File: config.mk
export PLATFORM = sky130hd
export DESIGN_NAME = transponder_pairing_control
export DESIGN_NICKNAME = d
export VERILOG_FILES = /design/src/hw/pairing_pkg.sv /design/src/hw/pair_timer.sv /design/src/hw/transponder_pairing_control.sv
export VERILOG_INCLUDE_DIRS = /design/src /design/src/hw
export SDC_FILE = /design/constraint.sdc
export NUM_CORES = 1
export LEC_CHECK = 0
export ABC_AREA = 1
export BUFFER_PORTS_ARGS = -buffer_cell sky130_fd_sc_hd__buf_2
export CORE_ASPECT_RATIO = 1.75
export CORE_MARGIN = 10
export CORE_UTILIZATION = 45
export CTS_CLUSTER_DIAMETER = 40
export DETAILED_ROUTE_END_ITERATION = 6
export PLACE_DENSITY = 0.66
export SYNTH_ARGS = -nofsm -noshare
export SYNTH_HDL_FRONTEND = slang
export SYNTH_SLANG_ARGS = --single-unit
export TNS_END_PERCENT = 30
File: constraint.sdc
create_clock -name clk -period 3.8 [get_ports clk]
set_input_delay 0.76 -clock clk [delete_from_list [all_inputs] [get_ports clk]]
set_output_delay 0.76 -clock clk [all_outputs]
set_load 0.05 [all_outputs]
File: src/hw/pairing_cfg.svh
// Purpose: Constants for the transponder pairing controller
// Assumes: 25 MHz system clock
// Notes:   Times are kept in their own unit; cycle counts derive from them
`ifndef PAIRING_CFG_SVH
`define PAIRING_CFG_SVH

// ==========================================================
// Clock and timing
`define CLK_HZ             25000000
`define PAIR_WINDOW_MS     10000
// Window length in cycles, a longest time, so it rounds down
`define PAIR_WINDOW_CYCLES ((`PAIR_WINDOW_MS) * ((`CLK_HZ) / 1000))

// ==========================================================
// Code store and pairing budget
`define CODE_W             32
`define PAIR_MAX           2'h2
`define CODE_RST           32'h0000_0000
`define COUNT_RST          2'h0

`endif

File: src/hw/pairing_pkg.sv
// Purpose: Types shared by the pairing controller files
// Assumes: Nothing beyond the cfg header
// Notes:   Constants live in pairing_cfg.svh
package pairing_pkg;

  // ==========================================================
  // Controller states
  typedef enum logic [1:0] {
    ST_INIT = 2'h0,
    ST_OPEN = 2'h1,
    ST_LOCK = 2'h2,
    ST_RUN  = 2'h3
  } state_t;

endpackage

File: src/hw/pair_timer.sv
// Purpose: One-shot down counter that times the pairing window
// Assumes: start is a one-cycle pulse from the same clock
// Notes:   Loads CYCLES-2 so the window it closes stands CYCLES cycles;
//          CYCLES must be 2 or more
`timescale 1ns/1ps
module pair_timer #(
  parameter int unsigned CYCLES = 250000000,
  parameter int unsigned W      = $clog2(CYCLES + 1)
) (
  input  wire logic clk,
  input  wire logic rst,
  input  wire logic start,
  output logic      expired
);

  logic [W-1:0] cnt_q;
  logic [W-1:0] cnt_d;
  logic         run_q;
  logic         run_d;
  logic         exp_q;
  logic         exp_d;

  // ==========================================================
  // Next count; a fresh start always reloads the full window
  always_comb begin
    cnt_d = cnt_q;
    run_d = run_q;
    exp_d = 1'b0;
    if (start) begin
      // Two cycles go to the expiry flop and the state change after it
      cnt_d = W'(CYCLES - 2);
      run_d = 1'b1;
    end else if (run_q) begin
      if (cnt_q == '0) begin
        run_d = 1'b0;
        exp_d = 1'b1;
      end else begin
        cnt_d = cnt_q - W'(1);
      end
    end
  end

  // Registers only
  always_ff @(posedge clk or posedge rst) begin
    if (rst) begin
      cnt_q <= '0;
      run_q <= 1'b0;
      exp_q <= 1'b0;
    end else begin
      cnt_q <= cnt_d;
      run_q <= run_d;
      exp_q <= exp_d;
    end
  end

  assign expired = exp_q;

endmodule

File: src/hw/transponder_pairing_control.sv
// Purpose: Decides whether, when and how a blank transponder is paired
// Assumes: rst is the power cycle; stored code and count come from NVM
// Notes:   NVM is outside; this block loads it at init and writes it back
`timescale 1ns/1ps
`include "pairing_cfg.svh"
module transponder_pairing_control #(
  parameter int unsigned CODE_W        = `CODE_W,
  parameter int unsigned WINDOW_CYCLES = `PAIR_WINDOW_CYCLES
) (
  input  wire logic              clk,
  input  wire logic              rst,
  input  wire logic              init_done,
  input  wire logic              repair_variant,
  input  wire logic              tag_present,
  input  wire logic              tag_blank,
  input  wire logic              tag_id_ok,
  input  wire logic [CODE_W-1:0] tag_code,
  input  wire logic [CODE_W-1:0] nv_code_in,
  input  wire logic [1:0]        nv_count_in,
  output logic                   cfg_open,
  output logic                   run_ok,
  output logic                   guard_closed,
  output logic                   pair_done,
  output logic                   reject,
  output logic                   nv_write,
  output logic                   tag_prog,
  output logic [CODE_W-1:0]      stored_code,
  output logic [1:0]             pair_count
);

  pairing_pkg::state_t state_q;
  pairing_pkg::state_t state_d;
  logic [CODE_W-1:0]   code_q;
  logic [CODE_W-1:0]   code_d;
  logic [1:0]          count_q;
  logic [1:0]          count_d;
  logic                variant_q;
  logic                variant_d;
  logic                sync1_q;
  logic                sync2_q;
  logic                sync3_q;
  logic                pres_q;
  logic                pres_d;
  logic                attempt;
  logic                qualifies;
  logic                win_start;
  logic                win_exp;
  logic                open_q;
  logic                open_d;
  logic                run_q;
  logic                run_d;
  logic                guard_q;
  logic                guard_d;
  logic                done_q;
  logic                done_d;
  logic                rej_q;
  logic                rej_d;
  logic                wr_q;
  logic                wr_d;
  logic                prog_q;
  logic                prog_d;

  // ==========================================================
  // Presence pin: three stages, change accepted once stages 2 and 3 agree
  always_comb begin
    pres_d = pres_q;
    if (sync2_q == sync3_q) begin
      pres_d = sync2_q;
    end
  end

  always_ff @(posedge clk or posedge rst) begin
    if (rst) begin
      sync1_q <= 1'b0;
      sync2_q <= 1'b0;
      sync3_q <= 1'b0;
      pres_q  <= 1'b0;
    end else begin
      sync1_q <= tag_present;
      sync2_q <= sync1_q;
      sync3_q <= sync2_q;
      pres_q  <= pres_d;
    end
  end

  // One attempt per arrival; a tag left in range is not retried
  assign attempt = pres_d & ~pres_q;

  // Qualification covers every refusal case
  assign qualifies = tag_blank & tag_id_ok & variant_q
                   & (count_q < `PAIR_MAX);

  // ==========================================================
  // Window timer, started once as init ends
  assign win_start = (state_q == pairing_pkg::ST_INIT) & init_done;

  pair_timer #(
    .CYCLES (WINDOW_CYCLES)
  ) u_timer (
    .clk     (clk),
    .rst     (rst),
    .start   (win_start),
    .expired (win_exp)
  );

  // ==========================================================
  // Main sequence; expiry wins over an attempt in the same cycle
  always_comb begin
    state_d   = state_q;
    code_d    = code_q;
    count_d   = count_q;
    variant_d = variant_q;
    rej_d     = 1'b0;
    wr_d      = 1'b0;
    prog_d    = 1'b0;
    case (state_q)
      pairing_pkg::ST_INIT: begin
        // Strap and NVM contents are caught only once, at end of init
        if (init_done) begin
          code_d    = nv_code_in;
          count_d   = nv_count_in;
          variant_d = repair_variant;
          state_d   = pairing_pkg::ST_OPEN;
        end
      end
      pairing_pkg::ST_OPEN: begin
        if (win_exp) begin
          state_d = pairing_pkg::ST_RUN;
        end else if (attempt && qualifies) begin
          code_d  = tag_code;
          count_d = 2'(count_q + 2'h1);
          wr_d    = 1'b1;
          prog_d  = 1'b1;
          state_d = pairing_pkg::ST_LOCK;
        end else if (attempt) begin
          rej_d   = 1'b1;
        end
      end
      pairing_pkg::ST_LOCK: begin
        // Only a power cycle leaves this state
        state_d = pairing_pkg::ST_LOCK;
      end
      pairing_pkg::ST_RUN: begin
        state_d = pairing_pkg::ST_RUN;
      end
      default: begin
        state_d = pairing_pkg::ST_INIT;
      end
    endcase
  end

  // Status outputs follow the next state so they line up with it
  always_comb begin
    open_d  = (state_d == pairing_pkg::ST_OPEN);
    run_d   = (state_d == pairing_pkg::ST_RUN);
    done_d  = (state_d == pairing_pkg::ST_LOCK);
    // Only the current code closes the guard, so an old tag never does
    guard_d = run_d & pres_d & (tag_code == code_d);
  end

  always_ff @(posedge clk or posedge rst) begin
    if (rst) begin
      state_q   <= pairing_pkg::ST_INIT;
      code_q    <= `CODE_RST;
      count_q   <= `COUNT_RST;
      variant_q <= 1'b0;
      open_q    <= 1'b0;
      run_q     <= 1'b0;
      guard_q   <= 1'b0;
      done_q    <= 1'b0;
      rej_q     <= 1'b0;
      wr_q      <= 1'b0;
      prog_q    <= 1'b0;
    end else begin
      state_q   <= state_d;
      code_q    <= code_d;
      count_q   <= count_d;
      variant_q <= variant_d;
      open_q    <= open_d;
      run_q     <= run_d;
      guard_q   <= guard_d;
      done_q    <= done_d;
      rej_q     <= rej_d;
      wr_q      <= wr_d;
      prog_q    <= prog_d;
    end
  end

  assign cfg_open     = open_q;
  assign run_ok       = run_q;
  assign guard_closed = guard_q;
  assign pair_done    = done_q;
  assign reject       = rej_q;
  assign nv_write     = wr_q;
  assign tag_prog     = prog_q;
  assign stored_code  = code_q;
  assign pair_count   = count_q;
endmodule

==> flow_summary.json <==
{
  "outcome": "finished, final reports clean",
  "clockBufferDepth": 2,
  "fin_skew_ps": 6.586,
  "holdBufCountCts": 0,
  "clk_latency_ps": 340,
  "rsz0062_at_grt": "no",
  "die-height_um": 158.1,
  "fin_nets": 889,
  "num_rows": 50,
  "cts.sinks": 77,
  "drtIter0Drc": 270,
  "cts_tree": "done",
  "min_period_ps": 2564,
  "synth-seq-area-share": 0.3932,
  "antenna_cells": 0,
  "synth_top_area_frac": 0.3932,
  "final_util": 0.5464,
  "initial_utilization": 0.4581,
  "relSlewSlack": 0.3475,
  "h-tree-depth": 3,
  "numPortBuffers": 113,
  "yosysTopAreaCell": "dfrtp_1",
  "crit_chain": "inv_1 -> ha_1 -> nand4_1 -> nor2_2 -> nand2_1 -> inv_1 -> nand2_1 -> nand2_2 -> nand2_1 -> nand2_1 -> o21ai_0 -> a21oi_1",
  "nFillCells": 1064,
  "critPathLaunchType": "flop",
  "viasPerCell": 5.228,
  "grt_max_degree": 56,
  "finalMaxSlewViolations": 0,
  "fp.coreArea_mm2": 0.01070,
  "synth_edf_count": 0,
  "syn_area_mm2": 0.004901,
  "setup_viol": 0,
  "syn_nets": 781,
  "synth_ff_type": "dfrtp_1",
  "root_buffer": "clkbuf_16",
  "numCtsBuffers": 9,
  "p_seq_frac": 0.438,
  "design.die.area_mm2": 0.01563,
  "drt-total-wl_um": 14910,
  "postCtsSetupBuffers": 0,
  "drive_gt1_frac": 0.2049,
  "worst_ep_required_time_ps": 4070,
  "num_io_pins": 114,
  "cp_common_cell": "nand2_1",
  "firstDrtPassIters": 5,
  "maxCapViolations": 0,
  "ys_seq_elements": 77,
  "synth-warning-count": 0,
  "multi_input_area_mm2": 0.002355,
  "post_cts_resized": 0,
  "holdCritPathClass": "flop to flop",
  "net-switching-power_uw": 409.8,
  "synth.avg_cell_area_um2": 6.932,
  "worstPathArrival_ps": 2830,
  "tns_ps": 0,
  "synth_cells": 707,
  "p_sw_frac": 0.2173,
  "max_clock_freq_mhz": 390.0,
  "netlist_top_cells_area": "dfrtp_1 (39%), nand2_1 (13%), inv_1 (9.4%)",
  "ant_nets": 0,
  "grt_overflow": 0,
  "p_comb_frac": 0.057,
  "area_growth_pct": 19.28,
  "die_w_um": 98.89,
  "yosys.cell_types.count": 36,
  "dp_hpwl_um": 11450,
  "leakagePower_nw": 3.115,
  "crit_path_max_incr_delay_ps": 360,
  "yosys.cell_count.top_type": "nand2_1",
  "critPathCaptureType": "flop",
  "internal_power_mw": 1.476,
  "antenna_found_initial": 0,
  "vias": 4967,
  "finalCritPeriodShare": 0.6748,
  "ir_drop_v": 0.0002221,
  "crit_type": "flop to flop",
  "grtUsageTotal": 0.1874,
  "crit_path_top_delay_cell": "dfrtp_1",
  "drt-wirelength-per-cell_um": 15.70,
  "register_area_mm2": 0.001927,
  "gp_congestion": 0.9011,
  "clockPowerShare": 0.504,
  "grt_pass1_wl_um": 23790,
  "clk_pin_slew_ps": 60,
  "tightestPinTransition_ps": 978.8,
  "p_per_area_mw_per_mm2": 322.6,
  "drcViolationCount": 0,
  "hold_viol": 0,
  "synthArstFlopShare": 1.000,
  "synth_common_cells": "nand2_1 (168), inv_1 (123), nor2_1 (93), dfrtp_1 (77), nand3_1 (66)",
  "grt_pass1_vias": 5057,
  "worstPathMaxFanout": 15
}
==> state kept, by name, indices dropped and copies added (netlist names), 2 cells and up <==
signal / cells
stored_code: 32
u_timer.cnt_q: 28
pair_count: 2
state_q: 2
==> worst max-delay path, delay by kind of cell, from the launching register on <==
kind                       cells  cell delay, ps
AOI/OAI and AO/OA              2             250
and+or+nand+nor                7            1400
buffers and inverters          2             210
DFF                            1             360
adders and majority gates      1             270
==> cell families (layout without fill, tap and decap cells) <==
family	Yosys count	count (layout)	synth area share
buf+inv	147	260	0.1264
fa+ha+maj	1	1	0.002553
simple gates	410	410	0.3886
compound gates	66	66	0.07863
xor+xnor	6	6	0.01072
flops	77	77	0.3932
==> metrics by stage <==
stage / std cells / hold WS [ps] / power (mW) / area, um^2 / setup WS (ps)
after floorplan: 707 / 331.2 / 0.8880 / 4901 / 1073
after global placement: 934 / 343.6 / 0.9480 / 5519 / 998.4
after detailed placement: 934 / 343.4 / 0.9498 / 5519 / 918.6
after CTS: 950 / 349.3 / 1.904 / 5846 / 1230
after global routing: 950 / 366.5 / 1.947 / 5846 / 971.6
final: 950 / 347.8 / 1.886 / 5846 / 1236
==> path summary, 6_finish.rpt <==
path / start / end / slack (ps) / depth (start not counted)
max in group asynchronous: rst / stored_code[21] / 2430 / 3
worst min register to register: sync1_q / sync2_q / 350 / 0
min in group asynchronous: rst / stored_code[0] / 610 / 2
worst max register to register: u_timer.cnt_q[0] / u_timer.cnt_q[14] / 1240 / 12
worst max-delay path: u_timer.cnt_q[0] / u_timer.cnt_q[14] / 1240 / 12
worst min-delay path: sync1_q / sync2_q / 350 / 0
==> routing by layer <==
layer,GRT usage,part of all wire,up-vias
met4,0.07745,0.028,0
met3,0.03928,0.052,31
met5,0,0,-
met2,0.3555,0.55,132
li1,-,-,2458
met1,0.1913,0.37,2346
==> final cells by class <==
class | count | share of cell area
tap | 130 | 0.02783
sequential | 77 | 0.3296
inverter | 128 | 0.08326
multi-input combinational | 483 | 0.4028
clock inverter | 4 | 0.01199
timing repair buffer | 116 | 0.1006
clock buffer | 12 | 0.04388
==> cells in the final DEF (no fill, tap or decap), drive strengths merged <==
| cell type | synthesis | layout |
|---|---|---|
| nand2 | 170 | 170 |
| inv | 128 | 127 |
| buf | 16 | 116 |
| nor2 | 101 | 101 |
| dfrtp | 77 | 77 |
| nand3 | 69 | 69 |
| nand4 | 36 | 36 |
| a21oi | 30 | 30 |
| o21ai | 26 | 26 |
| nand3b | 14 | 14 |
| clkbuf | 3 | 12 |
| or2 | 10 | 10 |
| xor2 | 5 | 5 |
| nor3 | 5 | 5 |
| nor4 | 4 | 4 |
| o211ai | 3 | 3 |
| clkinv | 0 | 3 |
| o31ai | 2 | 2 |
| a22oi | 2 | 2 |
| bufinv | 0 | 2 |
| and3 | 1 | 1 |
| o22a | 1 | 1 |
| a31oi | 1 | 1 |
| o21bai | 1 | 1 |
| xnor2 | 1 | 1 |
| ha | 1 | 1 |
==> power groups by stage <==
stage          Clock [mW]  Combinational [mW]  Sequential [mW]
2_1_floorplan           0              0.0455            0.843
3_3_place_gp            0               0.107            0.841
3_5_place_dp            0               0.109            0.841
4_1_cts             0.968               0.109            0.826
5_1_grt             0.999               0.121            0.826
6_report            0.951               0.108            0.827
Power figures use the tool's default switching activity.
